File: config.mk
export PLATFORM = sky130hd
export DESIGN_NAME = lbci_top
export DESIGN_NICKNAME = d
export VERILOG_FILES = /design/src/shared/lbci_pkg.sv /design/src/verilog/lbci_top.sv
export SDC_FILE = /design/constraint.sdc
export NUM_CORES = 1
export LEC_CHECK = 0
export BUFFER_PORTS_ARGS = -buffer_cell sky130_fd_sc_hd__buf_4
export CAP_MARGIN = 30
export CORE_MARGIN = 5
export CORE_UTILIZATION = 60
export DETAILED_ROUTE_END_ITERATION = 12
export GPL_TIMING_DRIVEN = 0
export PLACE_DENSITY = 0.82
export SLEW_MARGIN = 20
export SYNTH_ARGS = -nofsm -noshare
export SYNTH_HDL_FRONTEND = slang
export SYNTH_SLANG_ARGS = --single-unit
File: constraint.sdc
create_clock -name pclk -period 7.1 [get_ports pclk]
set_input_delay 0.355 -clock pclk [delete_from_list [all_inputs] [get_ports pclk]]
set_output_delay 0.355 -clock pclk [all_outputs]
set_load 0.03 [all_outputs]
File: src/shared/lbci_pkg.sv
// constants and types of the link boot command interpreter
// Notes on behaviour
// - commands on any link, reply same link
// - 'b', count, payload stored as boot
// - 'c', count, payload stored as config
// - 'e' plus device number erases device
// - 'r' address count returns stored bytes
// - 'w' address count data programs bytes
// - 's' status, 'v' version, 'x' reboot
// - chained modules form one address space
// - stored content is never executed
// - programming voltage only during program/erase
// - voltage forced off at power-up, fail
// - power fail kills voltage, resets controller
// - power fail deasserts reset and analyse
// - power return: hold, pulse reset, reboot
// - drive reset/analyse, monitor combined error
// - link jumper pairs: low bit, high bit
// - mode jumpers sampled only at reset
// - 262128 user bytes per module
// - no reprogram of non-FF, skip erased
// - after boot enter command mode
package lbci_pkg;
   // apb register byte offsets
   localparam logic [7:0] REG_CTRL = 8'h00;
   localparam logic [7:0] REG_STAT = 8'h04;
   localparam logic [7:0] REG_LINK = 8'h08;
   localparam logic [7:0] REG_VER  = 8'h0C;
   // field positions
   localparam int CTRL_ANA_BIT    = 0;
   localparam int CTRL_REBOOT_BIT = 1;
   localparam int STAT_VPP_BIT    = 2;
   localparam int STAT_CERR_BIT   = 3;
   localparam int STAT_SSERR_BIT  = 4;
   localparam int STAT_PWROK_BIT  = 5;
   localparam int STAT_ST_LSB     = 8;
   // command opcodes
   localparam logic [7:0] OP_BOOT   = 8'h62;
   localparam logic [7:0] OP_CFG    = 8'h63;
   localparam logic [7:0] OP_ERASE  = 8'h65;
   localparam logic [7:0] OP_READ   = 8'h72;
   localparam logic [7:0] OP_STAT   = 8'h73;
   localparam logic [7:0] OP_VER    = 8'h76;
   localparam logic [7:0] OP_WRITE  = 8'h77;
   localparam logic [7:0] OP_REBOOT = 8'h78;
   // storage layout
   localparam logic [31:0] USER_BYTES  = 32'h0003_FFF0;
   localparam logic [31:0] BOOT_BASE   = 32'h0000_0000;
   localparam logic [31:0] CFG_BASE    = 32'h0002_0000;
   localparam logic [2:0]  HDR_BYTES   = 3'h4;
   localparam int          MAX_MODS    = 4;
   localparam int          DEVS_PER    = 4;
   localparam int          DEV_SHIFT   = 16;
   localparam logic [7:0]  ERASED_BYTE = 8'hFF;
   localparam logic [7:0]  REPLY_OK    = 8'h00;
   localparam logic [7:0]  REPLY_REF   = 8'h01;
   localparam logic [31:0] EMPTY_LEN   = 32'hFFFF_FFFF;
   // timing
   localparam int CLK_MHZ      = 100;
   localparam int POR_HOLD_US  = 5000;
   localparam int SSRST_US     = 100;
   localparam int POR_CYC      = POR_HOLD_US * CLK_MHZ;
   localparam int SSRST_CYC    = SSRST_US * CLK_MHZ;
   localparam int TMR_W        = 20;

   typedef enum logic [1:0] {
      MODE_BOOT   = 2'b00,
      MODE_TRANSP = 2'b01,
      MODE_UNDEF  = 2'b10,
      MODE_AUTO   = 2'b11
   } lbci_mode_e;

   typedef enum logic [3:0] {
      ST_HOLD  = 4'b0000, ST_SSRST = 4'b0001, ST_IDLE   = 4'b0010, ST_FIELD = 4'b0011,
      ST_DATA  = 4'b0100, ST_CHK   = 4'b0101, ST_PGM    = 4'b0110, ST_ERASE = 4'b0111,
      ST_RD    = 4'b1000, ST_SEND  = 4'b1001, ST_TRANSP = 4'b1010, ST_BHDR  = 4'b1011,
      ST_DEAD  = 4'b1100
   } lbci_state_e;

   typedef struct packed {
      lbci_state_e              st;
      lbci_state_e              ret;
      lbci_mode_e               mode;
      logic [1:0]               link_a;
      logic [1:0]               link_b;
      logic [1:0]               cur;
      logic [7:0]               op;
      logic [31:0]              fld;
      logic [31:0]              addr;
      logic [31:0]              cnt;
      logic [2:0]               nfld;
      logic                     phase;
      logic [2:0]               hdr;
      logic                     cmd_err;
      logic                     vpp;
      logic                     ss_rst;
      logic                     ss_ana;
      logic                     ctl_ana;
      logic [TMR_W-1:0]         tmr;
      logic [15:0]              erased;
      logic                     tx_pend;
      logic [1:0]               tx_link;
      logic [7:0]               tx_data;
      logic                     fl_req;
      logic                     fl_we;
      logic                     fl_erase;
      logic [1:0]               fl_mod;
      logic [17:0]              fl_addr;
      logic [7:0]               fl_wdata;
      logic [7:0]               sy1;
      logic [7:0]               sy2;
      logic [31:0]              prdata;
   } lbci_state_s;
endpackage : lbci_pkg

File: src/verilog/lbci_top.sv
// link boot command interpreter with apb status/control slave
//
// The APB interface to the registers and the register offsets were chosen for this implementation.
`timescale 1ns/10ps
module lbci_top
   import lbci_pkg::*;
#(
   parameter int          MODULES   = 1,
   parameter int          POR_CYCS  = POR_CYC,
   parameter int          SSRST_CYCS = SSRST_CYC,
   parameter logic [15:0] FW_VERSION = 16'h0101  // arbitrary value
) (
   input  wire logic        pclk,
   input  wire logic        presetn,
   input  wire logic        psel,
   input  wire logic        penable,
   input  wire logic        pwrite,
   input  wire logic [7:0]  paddr,
   input  wire logic [31:0] pwdata,
   output logic [31:0]      prdata,
   output logic             pready,
   output logic             pslverr,
   input  wire logic [3:0]  link_rx_valid,
   input  wire logic [31:0] link_rx_data,
   output logic [3:0]       link_rx_ready,
   output logic [3:0]       link_tx_valid,
   output logic [31:0]      link_tx_data,
   input  wire logic [3:0]  link_tx_ready,
   output logic             fl_req,
   output logic             fl_we,
   output logic             fl_erase,
   output logic [1:0]       fl_mod,
   output logic [17:0]      fl_addr,
   output logic [7:0]       fl_wdata,
   input  wire logic [7:0]  fl_rdata,
   input  wire logic        fl_ack,
   output logic             vpp_en,
   output logic             ss_reset,
   output logic             ss_analyse,
   input  wire logic        ss_error_n,
   input  wire logic        pwr_fail_n,
   input  wire logic        link_sel_a_low_jumper,
   input  wire logic        link_sel_a_high_jumper,
   input  wire logic        link_sel_b_low_jumper,
   input  wire logic        link_sel_b_high_jumper,
   input  wire logic        mode_sel_low_jumper,
   input  wire logic        mode_sel_high_jumper
);
   localparam logic [31:0] LIMIT = 32'(USER_BYTES * MODULES);
   localparam logic [15:0] NDEVS = 16'(MODULES * DEVS_PER);

   lbci_state_s q;
   lbci_state_s n;
   logic        rx_take;
   logic [1:0]  rx_sel;

   // chain looks like one address space
   function automatic logic [19:0] split(input logic [31:0] a);
      logic [31:0] r;
      logic [1:0]  m;
      r = a;
      m = 2'h0;
      for (int i = 0; i < MAX_MODS - 1; i++) begin
         if (r >= USER_BYTES) begin
            r = r - USER_BYTES;
            m = m + 2'h1;
         end
      end
      return {m, r[17:0]};
   endfunction : split

   // start a flash byte access
   function automatic lbci_state_s fl_issue(input lbci_state_s s, input logic we,
                                            input logic [7:0] wd);
      lbci_state_s r;
      r = s;
      r.fl_req = 1'b1;
      r.fl_we = we;
      r.fl_erase = 1'b0;
      {r.fl_mod, r.fl_addr} = split(s.addr);
      r.fl_wdata = wd;
      return r;
   endfunction : fl_issue

   // queue a reply byte
   function automatic lbci_state_s send(input lbci_state_s s, input logic [7:0] b,
                                        input lbci_state_e ret);
      lbci_state_s r;
      r = s;
      r.tx_pend = 1'b1;
      r.tx_link = s.cur;
      r.tx_data = b;
      r.st = ST_SEND;
      r.ret = ret;
      return r;
   endfunction : send

   // status word; low byte is the status reply
   function automatic logic [31:0] stat_word(input lbci_state_s s);
      logic [31:0] w;
      w = 32'h0;
      w[1:0] = s.mode;
      w[STAT_VPP_BIT] = s.vpp;
      w[STAT_CERR_BIT] = s.cmd_err;
      w[STAT_SSERR_BIT] = ~s.sy2[6];
      w[STAT_PWROK_BIT] = s.sy2[7];
      w[STAT_ST_LSB +: 4] = s.st;
      return w;
   endfunction : stat_word

   // whole next-state computation
   always_comb begin
      logic [7:0]  b;
      logic [31:0] f;
      logic [31:0] v;
      logic [19:0] sp;
      logic [15:0] dev;
      logic        pok;
      b = 8'h0;
      f = 32'h0;
      v = 32'h0;
      sp = 20'h0;
      dev = 16'h0;
      n = q;
      rx_take = 1'b0;
      rx_sel = q.cur;
      // pins pass two flops before use
      n.sy1 = {pwr_fail_n, ss_error_n, mode_sel_high_jumper, mode_sel_low_jumper,
               link_sel_b_high_jumper, link_sel_b_low_jumper,
               link_sel_a_high_jumper, link_sel_a_low_jumper};
      n.sy2 = q.sy1;
      pok = q.sy2[7];
      if (q.tx_pend && link_tx_ready[q.tx_link]) begin
         n.tx_pend = 1'b0;
      end
      // read data captured in setup, zero waits
      if (psel && !penable) begin
         unique case (paddr)
            REG_CTRL: n.prdata = {30'h0, 1'b0, q.ctl_ana};
            REG_STAT: n.prdata = stat_word(q);
            REG_LINK: n.prdata = {28'h0, q.link_b, q.link_a};
            REG_VER:  n.prdata = {16'h0, FW_VERSION};
            default:  n.prdata = 32'h0;
         endcase
      end
      // clear loses to a same-cycle set
      if (psel && penable && pwrite && paddr == REG_STAT && pwdata[STAT_CERR_BIT]) begin
         n.cmd_err = 1'b0;
      end
      if (psel && penable && pwrite && paddr == REG_CTRL) begin
         n.ctl_ana = pwdata[CTRL_ANA_BIT];
      end
      unique case (q.st)
         ST_HOLD: begin
            n.ss_rst = 1'b0;
            if (q.tmr == TMR_W'(POR_CYCS - 1)) begin
               n.tmr = '0;
               n.link_a = q.sy2[1:0];
               n.link_b = q.sy2[3:2];
               n.mode = lbci_mode_e'(q.sy2[5:4]);
               n.ss_rst = 1'b1;
               n.st = ST_SSRST;
            end else begin
               n.tmr = q.tmr + TMR_W'(1);
            end
         end
         ST_SSRST: begin
            n.ss_rst = 1'b1;
            if (q.tmr == TMR_W'(SSRST_CYCS - 1)) begin
               n.tmr = '0;
               n.ss_rst = 1'b0;
               n.hdr = 3'h0;
               n.addr = BOOT_BASE;
               n.cur = q.link_a;
               unique case (q.mode)
                  MODE_BOOT:   n.st = ST_BHDR;
                  MODE_TRANSP: n.st = ST_TRANSP;
                  MODE_AUTO:   n.st = ST_IDLE;
                  MODE_UNDEF:  n.st = ST_DEAD;
               endcase
            end else begin
               n.tmr = q.tmr + TMR_W'(1);
            end
         end
         ST_BHDR: begin
            // header, then image streamed, never run
            if (q.fl_req && fl_ack) begin
               n.fl_req = 1'b0;
               f = {fl_rdata, q.fld[31:8]};
               n.fld = f;
               n.hdr = q.hdr + 3'h1;
               n.addr = q.addr + 32'h1;
               if (q.hdr == HDR_BYTES - 3'h1) begin
                  n.cnt = f;
                  n.st = (f == EMPTY_LEN) ? ST_IDLE : ST_RD;
               end
            end else if (!q.fl_req) begin
               n = fl_issue(n, 1'b0, 8'h0);
            end
         end
         ST_IDLE: begin
            for (int i = 3; i >= 0; i--) begin
               if (link_rx_valid[i]) begin
                  rx_sel = 2'(i);
               end
            end
            if (|link_rx_valid) begin
               rx_take = 1'b1;
               b = link_rx_data[{rx_sel, 3'b000} +: 8];
               n.cur = rx_sel;
               n.op = b;
               n.nfld = 3'h4;
               n.phase = 1'b1;
               n.hdr = 3'h0;
               unique case (b)
                  OP_BOOT: begin
                     n.addr = BOOT_BASE;
                     n.st = ST_FIELD;
                  end
                  OP_CFG: begin
                     n.addr = CFG_BASE;
                     n.st = ST_FIELD;
                  end
                  OP_ERASE, OP_VER: begin
                     n.nfld = 3'h2;
                     n.st = ST_FIELD;
                  end
                  OP_READ, OP_WRITE: begin
                     n.phase = 1'b0;
                     n.hdr = HDR_BYTES;
                     n.st = ST_FIELD;
                  end
                  OP_STAT: n = send(n, stat_word(q)[7:0], ST_IDLE);
                  OP_REBOOT: begin
                     n.tmr = '0;
                     n.ss_rst = 1'b1;
                     n.st = ST_SSRST;
                  end
                  default: n.st = ST_IDLE;
               endcase
            end
         end
         ST_FIELD: begin
            if (link_rx_valid[q.cur]) begin
               rx_take = 1'b1;
               f = {link_rx_data[{q.cur, 3'b000} +: 8], q.fld[31:8]};
               n.fld = f;
               n.nfld = q.nfld - 3'h1;
               if (q.nfld == 3'h1) begin
                  v = (q.op == OP_ERASE || q.op == OP_VER) ? (f >> 16) : f;
                  n.fld = v;
                  if (!q.phase) begin
                     n.addr = v;
                     n.phase = 1'b1;
                     n.nfld = 3'h4;
                  end else if (q.op == OP_ERASE) begin
                     n.st = ST_ERASE;
                  end else if (q.op == OP_VER) begin
                     n = send(n, FW_VERSION[7:0], ST_IDLE);
                  end else if (q.op == OP_READ) begin
                     n.cnt = v;
                     n.st = ST_RD;
                  end else begin
                     n.cnt = v;
                     n.vpp = 1'b1;
                     n.st = ST_DATA;
                  end
               end
            end
         end
         ST_DATA: begin
            // boot/config: length header first, then payload; write: payload only
            if (q.hdr < HDR_BYTES) begin
               n.fl_wdata = 8'(q.fld >> {q.hdr[1:0], 3'b000});
               n.hdr = q.hdr + 3'h1;
               n.st = ST_CHK;
            end else if (q.cnt == 32'h0) begin
               n.vpp = 1'b0;
               n = send(n, q.cmd_err ? REPLY_REF : REPLY_OK, ST_IDLE);
            end else if (link_rx_valid[q.cur]) begin
               rx_take = 1'b1;
               n.fl_wdata = link_rx_data[{q.cur, 3'b000} +: 8];
               n.cnt = q.cnt - 32'h1;
               n.st = ST_CHK;
            end
         end
         ST_CHK: begin
            // blank check before each byte; a slow read is traded for safety
            if (q.fl_req && fl_ack) begin
               n.fl_req = 1'b0;
               if (fl_rdata != ERASED_BYTE) begin
                  n.cmd_err = 1'b1;
                  n.addr = q.addr + 32'h1;
                  n.st = ST_DATA;
               end else begin
                  n = fl_issue(n, 1'b1, q.fl_wdata);
                  n.st = ST_PGM;
               end
            end else if (!q.fl_req && q.addr >= LIMIT) begin
               n.cmd_err = 1'b1;
               n.addr = q.addr + 32'h1;
               n.st = ST_DATA;
            end else if (!q.fl_req) begin
               n = fl_issue(n, 1'b0, q.fl_wdata);
            end
         end
         ST_PGM: begin
            if (q.fl_req && fl_ack) begin
               sp = split(q.addr);
               n.fl_req = 1'b0;
               n.erased[{sp[19:18], sp[DEV_SHIFT +: 2]}] = 1'b0;
               n.addr = q.addr + 32'h1;
               n.st = ST_DATA;
            end
         end
         ST_ERASE: begin
            dev = q.fld[15:0];
            if (q.fl_req) begin
               if (fl_ack) begin
                  n.fl_req = 1'b0;
                  n.vpp = 1'b0;
                  n.erased[dev[3:0]] = 1'b1;
                  n = send(n, REPLY_OK, ST_IDLE);
               end
            end else if (dev >= NDEVS) begin
               n.cmd_err = 1'b1;
               n = send(n, REPLY_REF, ST_IDLE);
            end else if (q.erased[dev[3:0]]) begin
               n = send(n, REPLY_OK, ST_IDLE);
            end else begin
               n.vpp = 1'b1;
               n.fl_req = 1'b1;
               n.fl_we = 1'b0;
               n.fl_erase = 1'b1;
               n.fl_mod = dev[3:2];
               n.fl_addr = {dev[1:0], 16'h0};
            end
         end
         ST_RD: begin
            if (q.fl_req) begin
               if (fl_ack) begin
                  n.fl_req = 1'b0;
                  n.addr = q.addr + 32'h1;
                  n.cnt = q.cnt - 32'h1;
                  n = send(n, fl_rdata, ST_RD);
               end
            end else if (q.cnt == 32'h0) begin
               n.st = ST_IDLE;
            end else if (q.addr >= LIMIT) begin
               n.addr = q.addr + 32'h1;
               n.cnt = q.cnt - 32'h1;
               n = send(n, ERASED_BYTE, ST_RD);
            end else begin
               n = fl_issue(n, 1'b0, 8'h0);
            end
         end
         ST_SEND: begin
            if (!q.tx_pend) begin
               n.st = q.ret;
            end
         end
         ST_TRANSP: begin
            // one byte in flight at a time
            if (!q.tx_pend) begin
               if (link_rx_valid[q.link_a]) begin
                  rx_take = 1'b1;
                  rx_sel = q.link_a;
                  n.cur = q.link_b;
                  n = send(n, link_rx_data[{q.link_a, 3'b000} +: 8], ST_TRANSP);
               end else if (link_rx_valid[q.link_b]) begin
                  rx_take = 1'b1;
                  rx_sel = q.link_b;
                  n.cur = q.link_a;
                  n = send(n, link_rx_data[{q.link_b, 3'b000} +: 8], ST_TRANSP);
               end
            end
         end
         ST_DEAD: n.st = ST_DEAD;
         default: n.st = ST_HOLD;
      endcase
      // software reboot aborts any command
      if (psel && penable && pwrite && paddr == REG_CTRL && pwdata[CTRL_REBOOT_BIT]
          && q.st != ST_HOLD) begin
         n.fl_req = 1'b0;
         n.vpp = 1'b0;
         n.tmr = '0;
         n.ss_rst = 1'b1;
         n.st = ST_SSRST;
      end
      // power fail wins, restarts the hold
      if (!pok) begin
         n.st = ST_HOLD;
         n.tmr = '0;
         n.vpp = 1'b0;
         n.ss_rst = 1'b0;
         n.fl_req = 1'b0;
         n.tx_pend = 1'b0;
      end
      n.ss_ana = n.ctl_ana & pok;
   end

   // state register; reset lands in hold, voltage off
   always_ff @(posedge pclk or negedge presetn) begin
      if (!presetn) begin
         q <= '0;
      end else begin
         q <= n;
      end
   end

   // outputs
   assign prdata        = q.prdata;
   assign pready        = 1'b1;
   assign pslverr       = psel && penable && paddr != REG_CTRL && paddr != REG_STAT
                          && paddr != REG_LINK && paddr != REG_VER;
   assign link_rx_ready = rx_take ? (4'h1 << rx_sel) : 4'h0;
   assign link_tx_valid = q.tx_pend ? (4'h1 << q.tx_link) : 4'h0;
   assign link_tx_data  = {4{q.tx_data}};
   assign fl_req        = q.fl_req;
   assign fl_we         = q.fl_we;
   assign fl_erase      = q.fl_erase;
   assign fl_mod        = q.fl_mod;
   assign fl_addr       = q.fl_addr;
   assign fl_wdata      = q.fl_wdata;
   assign vpp_en        = q.vpp;
   assign ss_reset      = q.ss_rst;
   assign ss_analyse    = q.ss_ana;
endmodule : lbci_top

==> reports/results.tsv, run 1 <==
stage	metric	value	unit
route	vias	18900	
sta	whs	64.0	ps
pwr	p_leak	8.54	nW
sta	drv_slew	0	
critical_path	path_class	reg -> reg	
yosys	netlist_instances	2162	
clocking	cts_max_level	1	
critical_path	startpoint_type	flip-flop	
clocking	clock-sinks	226	
critical_path	worstPathMaxFanout	11	
yosys	synth_fa_ha_area_share	1.06	%
floorplanning	start_util	61.2	%
critical_path	cp-end-kind	flip-flop	
yosys	synth-simple-area-share	23.1	%
route	postRouteAntennaNets	0	
placement	dp_hpwl	47000	um
critical_path	arrival	7160	ps
route	route.detailed.drc	0	
cells_and_area	area_growth	16.0	%
global_routing	antenna_found_initial	0	
pwr	total_power	0.00676	W
cells_and_area	final_cell_mix	buf_4, nand2_1, dfrtp_1	
outcome	status	finished clean	
route	detail_route.vias_per_cell	6.80	
clocking	cts_tree	done	
clocking	numCtsBuffers	26	
clocking	clk_latency	540	ps
floorplanning	fp.dieArea	0.0330	mm2
pwr	worst_ir_drop_vdd	0.271	mV
cells_and_area	drive_gt1_share	18.9	%
critical_path	cp.depth	27	
clocking	cts_root_buffer	clkbuf_16	
route	detail_route.iter0.violations	2715	
route	wl_per_cell	22.7	um
yosys	synth_xor_area_share	2.57	%
cells_and_area	n_antenna_cell	0	
floorplanning	fp-row-count	62	
yosys	netlist-cell-type-count	110	
clocking	clkTransAtPathRegs	60	ps
yosys	synth_top_family_by_area	compound AO/OA/AOI/OAI gates	
clocking	clockBufferDepth	3	
sta	rsz0062_at_grt	false	
floorplanning	die_x	182	um
yosys	syn_avg_cell_area	8.17	um2
placement	port_buffers	157	
floorplanning	die_y	182	um
critical_path	cp_num_buf_inv	5	
yosys	synthArstFlopShare	100	%
cells_and_area	layout_commonest_cell	buf_4	
yosys	ys_ff_latch	226	
yosys	synth-compound-area-share	23.9	%
floorplanning	ioPinCount	210	
critical_path	crit_slowest_cell	or4_1	
global_routing	grt_pass1_wl	99400	um
sta	fin_skew	11.2	ps
route	routed_wirelength	63100	um
critical_path	r2r_cells	27	
placement	place_congestion	0.987	
critical_path	slowest_delay	650	ps
hold_path	hold-path-cell-count	3	
yosys	yosys_warnings	0	
yosys	syn_area	0.0177	mm2
yosys	ys.flop_type	dfrtp_1	
global_routing	grt_remaining_overflow	0	
sta	fmax	149	MHz
yosys	synth_edf_count	0	
global_routing	grt_max_degree	94	
sta	setup_viol	0	
critical_path	required	7560	ps
sta	fin_crit_sh	94.4	%
global_routing	grt_pass1_vias	18000	
yosys	synthMuxAreaShare	8.73	%
pwr	p_per_area	330	mW/mm2
sta	fin_crit	6710	ps
sta	worst_slew_margin_rel	30.0	%
route	drtPass1Iterations	8	
sta	finalHoldViolCount	0	
floorplanning	coreArea	0.0289	mm2
critical_path	cpLargestDelayFamily	simple AND/OR/NAND/NOR gates	
global_routing	grt.total_usage	36.8	%
job	drv_cap	0	
sta	tightest_slew	1040	ps
yosys	synth-seq-area-share	32.0	%
cells_and_area	final_nets	2499	
hold_path	holdCritPathClass	in -> reg	
[worst paths after layout]
check                          start    endpoint  slack, ps
max in group asynchronous    presetn      q[156]       5890
min in group asynchronous    presetn      q[111]        330
max reg2reg                   q[174]  fl_addr[9]        390
min reg2reg                    q[41]       q[33]        350
min                        pwdata[0]      q[126]         60
max                           q[174]  fl_addr[9]        390
[logic make-up (layout without fill, tap and decap cells)]
logic type      count (synthesis)  after routing
simple gates                  814            814
compound gates                654            654
buf+inv                       294            512
flops                         226            226
mux                           106            106
xor+xnor                       51             51
fa+ha+maj                      15             15
other cells                     2             23
[Yosys cell counts (all sizes together) (14+ instances only)]
master	instances	area, um2
mux4	36	811
nor2	209	787
or2	14	87.6
nand3	70	373
clkbuf	113	425
a21oi	162	811
xor2	14	123
buf	126	888
nor3	68	378
nand4	34	234
mux2	25	282
and3	24	150
nor4	32	228
o31ai	23	178
nor2b	26	163
xnor2	37	332
a31oi	26	175
dfrtp	226	5660
nand2	243	917
a22oi	23	173
mux2i	45	450
inv	54	203
o21ai	214	1080
ha	15	188
a211oi	18	158
or3	16	100
o22ai	28	175
[power by group]
part / total (W) / switching (W) / internal, W
clock network: 0.00136 / 0.000555 / 0.000806
logic: 0.00352 / 0.00224 / 0.00128
registers: 0.00188 / 0.000319 / 0.00157
total: 0.00676 / 0.00312 / 0.00365
[per-stage QoR]
stage	setup TNS, ps	util, %	cells	setup WS (ps)	cell area [um2]
CTS	0	70.8	2784	117	20400
finish	0	71.0	2785	394	20500
global placement	-7520	67.3	2724	-458	19400
detailed placement	-10370	67.6	2729	-586	19500
global route	0	71.0	2785	36.5	20500
floorplan	0	-	2183	1160	17800
[state kept, by name, indices dropped and copies added (netlist names)]
name	flops
prdata	10
fl_wdata	8
q	174
ss_reset	1
vpp_en	1
link_tx_data	8
fl_we	1
fl_addr	18
fl_req	1
fl_erase	1
ss_analyse	1
fl_mod	2
[layer usage]
layer	wire length [um]	up-vias	GRT usage [%]
li1	-	8312	-
met1	25000	8947	51.8
met2	27800	1439	56.7
met3	7640	233	6.80
met4	2690	0	14.0
met5	0	-	0
[worst register-to-register path, cell delays in order (launching register included)]
cell	delay [ps]
dfrtp_1	340
ha_1	150
buf_4	180
nand3_4	160
or4_1	650
nand3_4	230
buf_2	300
a21oi_1	110
inv_1	120
ha_4	220
nand3_1	90
or4_1	410
a31oi_1	310
nor4b_4	340
nand3_2	200
nand2_2	210
clkbuf_4	280
nand2_1	80
a21boi_0	170
inv_1	110
ha_1	230
nand2_1	70
o21ai_1	250
nand2b_1	220
nor3_4	350
nor2_2	120
or4b_1	540
a31oi_1	180
[what timing repair did]
item	CTS	global route
gates cloned	0	0
buffers inserted	1	0
hold buffers	9	0
hold endpoints to repair	62	0
endpoints found under the setup margin	24	23
resized for setup	2	9
[layout make-up]
type	count	area, um2
clock inverters	11	108
multi-input cells	1663	10600
clock buffers	36	749
well taps	384	480
flip-flops and latches	226	5660
fillers	2314	8360
plain buffers	237	1310
inverters	55	211
repair buffers	173	1360
(Power assumes the default switching activity.)
==> run 2, diff against run 1 <==
--- a/config.mk
+++ b/config.mk
@@ -8,10 +8,10 @@
 export BUFFER_PORTS_ARGS = -buffer_cell sky130_fd_sc_hd__buf_4
 export CAP_MARGIN = 30
 export CORE_MARGIN = 5
-export CORE_UTILIZATION = 60
+export CORE_UTILIZATION = 62
 export DETAILED_ROUTE_END_ITERATION = 12
 export GPL_TIMING_DRIVEN = 0
-export PLACE_DENSITY = 0.82
+export PLACE_DENSITY = 0.84
 export SLEW_MARGIN = 20
 export SYNTH_ARGS = -nofsm -noshare
 export SYNTH_HDL_FRONTEND = slang
==> constraint.sdc (replaced) <==
create_clock -name pclk -period 8 [get_ports pclk]
set_input_delay 0.4 -clock pclk [delete_from_list [all_inputs] [get_ports pclk]]
set_output_delay 0.4 -clock pclk [all_outputs]
set_load 0.03 [all_outputs]
==> run 2 against run 1 <==
- worst setup slack better by 44 ps
- register-to-register slack better by 40 ps
- critical path depth unchanged
- routed wire length up 1.1%
- total power down 9.4%
- non-clock buffer count unchanged
- critical endpoint is now fl_addr[6]
- largest power group unchanged
==> reports/results.tsv, run 2 (synthesis gave the netlist of run 1 again) <==
stage	metric	value	unit
clocking	clkTransAtPathRegs	70	ps
critical_path	required	8460	ps
sta	fin_crit	7560	ps
pwr	p_per_area	298	mW/mm2
route	detail_route.vias_per_cell	6.86	
sta	finalHoldViolCount	0	
critical_path	r2r_slack	440	ps
sta	setup_tns	0	ps
global_routing	grt_pass1_vias	18000	
sta	fmax	132	MHz
placement	port_buffers	157	
floorplanning	die_y	179	um
cells_and_area	final_nets	2500	
route	route.detailed.drc	0	
sta	setup_viol	0	
critical_path	cp-end-kind	flip-flop	
route	wl_per_cell	22.9	um
cells_and_area	drive_gt1_share	18.9	%
pwr	p_sw_share	45.7	%
route	postRouteAntennaNets	0	
pwr	worst_ir_drop_vdd	0.346	mV
clocking	clk_latency	560	ps
floorplanning	ioPinCount	210	
hold_path	holdCritPathClass	in -> reg	
global_routing	grt.total_usage	38.9	%
clocking	clockBufferDepth	3	
pwr	p_leak	8.57	nW
pwr	p_clk_share	21.7	%
job	drv_cap	0	
sta	fin_skew	29.5	ps
placement	place_congestion	1.00	
clocking	clock-sinks	226	
floorplanning	die_x	179	um
critical_path	path_class	reg -> reg	
sta	worst_slew_margin_rel	35.5	%
route	vias	19100	
sta	fin_crit_sh	94.5	%
route	drtPass1Iterations	6	
global_routing	grt_max_degree	90	
pwr	seqPwrFrac	27.3	%
pwr	comb_power_share	51.0	%
floorplanning	coreArea	0.0279	mm2
sta	rsz0062_at_grt	false	
cells_and_area	area_growth	16.3	%
placement	dp_hpwl	47000	um
route	detail_route.iter0.violations	2931	
pwr	internal-power	0.00333	W
cells_and_area	top_register	q	
floorplanning	start_util	63.3	%
outcome	status	finished clean	
floorplanning	fp.dieArea	0.0320	mm2
floorplanning	fp-row-count	61	
clocking	cts_max_level	1	
clocking	cts_tree	done	
critical_path	worstPathMaxFanout	20	
cells_and_area	final_cell_mix	buf_4, nand2_1, dfrtp_1	
clocking	numCtsBuffers	27	
global_routing	grt_pass1_wl	99400	um
cells_and_area	largest_reg_flops	174	
route	routed_wirelength	63800	um
global_routing	grt_remaining_overflow	0	
critical_path	startpoint_type	flip-flop	
sta	whs	75.8	ps
pwr	power.switching	0.00280	W
global_routing	antenna_found_initial	1	
clocking	cts_root_buffer	clkbuf_16	
sta	tightest_slew	962	ps
clocking	cts_setup_buffers	0	
critical_path	arrival	8020	ps
cells_and_area	layout_commonest_cell	buf_4	
sta	drv_slew	0	
run 2: changes by cell type in the layout (fill, tap and decap cells not counted), moves of 2 or more:
| cell | change |
|---|---|
| clkbuf_1 | -2 |
| clkbuf_8 | +3 |
| bufinv_16 | +2 |
| clkbuf_2 | +3 |
| clkinvlp_4 | +2 |
| clkbuf_4 | -2 |
| clkinv_2 | -2 |
run 2: power groups by stage:
stage | Sequential [W] | Combinational [W] | Clock (W)
final | 0.00167 | 0.00312 | 0.00133
after global routing | 0.00169 | 0.00332 | 0.00137
after CTS | 0.00165 | 0.00304 | 0.00133
after detailed placement | 0.00167 | 0.00301 | 0
after global placement | 0.00165 | 0.00294 | 0
after floorplan | 0.00158 | 0.00211 | 0
run 2: cell type report:
class	count	area, um2
Antenna cell	1	2.50
Buffer	238	1310
Clock buffer	36	779
Clock inverter	13	176
Fill cell	2182	7390
Inverter	55	208
Multi-Input combinational cell	1663	10600
Sequential cell	226	5660
Tap cell	378	473
Timing Repair Buffer	172	1350
run 2: per-stage QoR:
| step | cells | util, % | area (um2) | power (W) | worst slack, ps |
|---|---|---|---|---|---|
| 6_report | 2782 | 73.6 | 20500 | 0.00613 | 438 |
| 5_1_grt | 2782 | 73.6 | 20500 | 0.00639 | 16.2 |
| 3_3_place_gp | 2718 | 69.5 | 19400 | 0.00459 | 472 |
| 4_1_cts | 2780 | 73.5 | 20500 | 0.00602 | 207 |
| 3_5_place_dp | 2722 | 69.7 | 19500 | 0.00468 | 310 |
| 2_1_floorplan | 2183 | - | 17800 | 0.00369 | 2060 |
run 2: routing by layer:
layer,wire [um],global-route usage [%],up-vias
met5,0,0,-
met4,2780,14.4,0
met3,7720,7.06,244
met2,28800,61.6,1513
met1,24500,53.8,9004
li1,-,-,8332
run 2: repair_timing:
action,CTS,global route
setup endpoints to repair,0,23
gates resized for setup,0,4
hold endpoints to repair,66,0
hold buffers,9,0
run 2: path summary, 6_finish.rpt:
kind                           start    endpoint  cells past startpoint
setup / recovery              q[174]  fl_addr[6]                     27
hold / removal             pwdata[0]      q[126]                      3
setup reg to reg              q[174]  fl_addr[6]                     27
hold reg to reg                q[44]       q[36]                      0
max in group asynchronous    presetn      q[206]                      3
min in group asynchronous    presetn      q[112]                      2
run 2: critical path, cell delays in order (launching register included):
cell and delay [ps]:
dfrtp_1 370, ha_1 160, buf_4 180, nand3_4 170, or4_1 620, nand3_2 250
clkinv_2 370, xnor2_2 340, ha_1 210, clkbuf_1 400, nand3_1 140, or4_1 430
a31oi_1 290, nor4b_4 450, nand3_2 200, nand2_1 230, buf_2 310, nand2_1 80
a21boi_0 170, inv_1 90, ha_1 220, nand2_1 70, o21ai_1 260, nand2b_1 230
nor3_4 350, nor2_2 120, or4b_1 570, a41oi_2 170
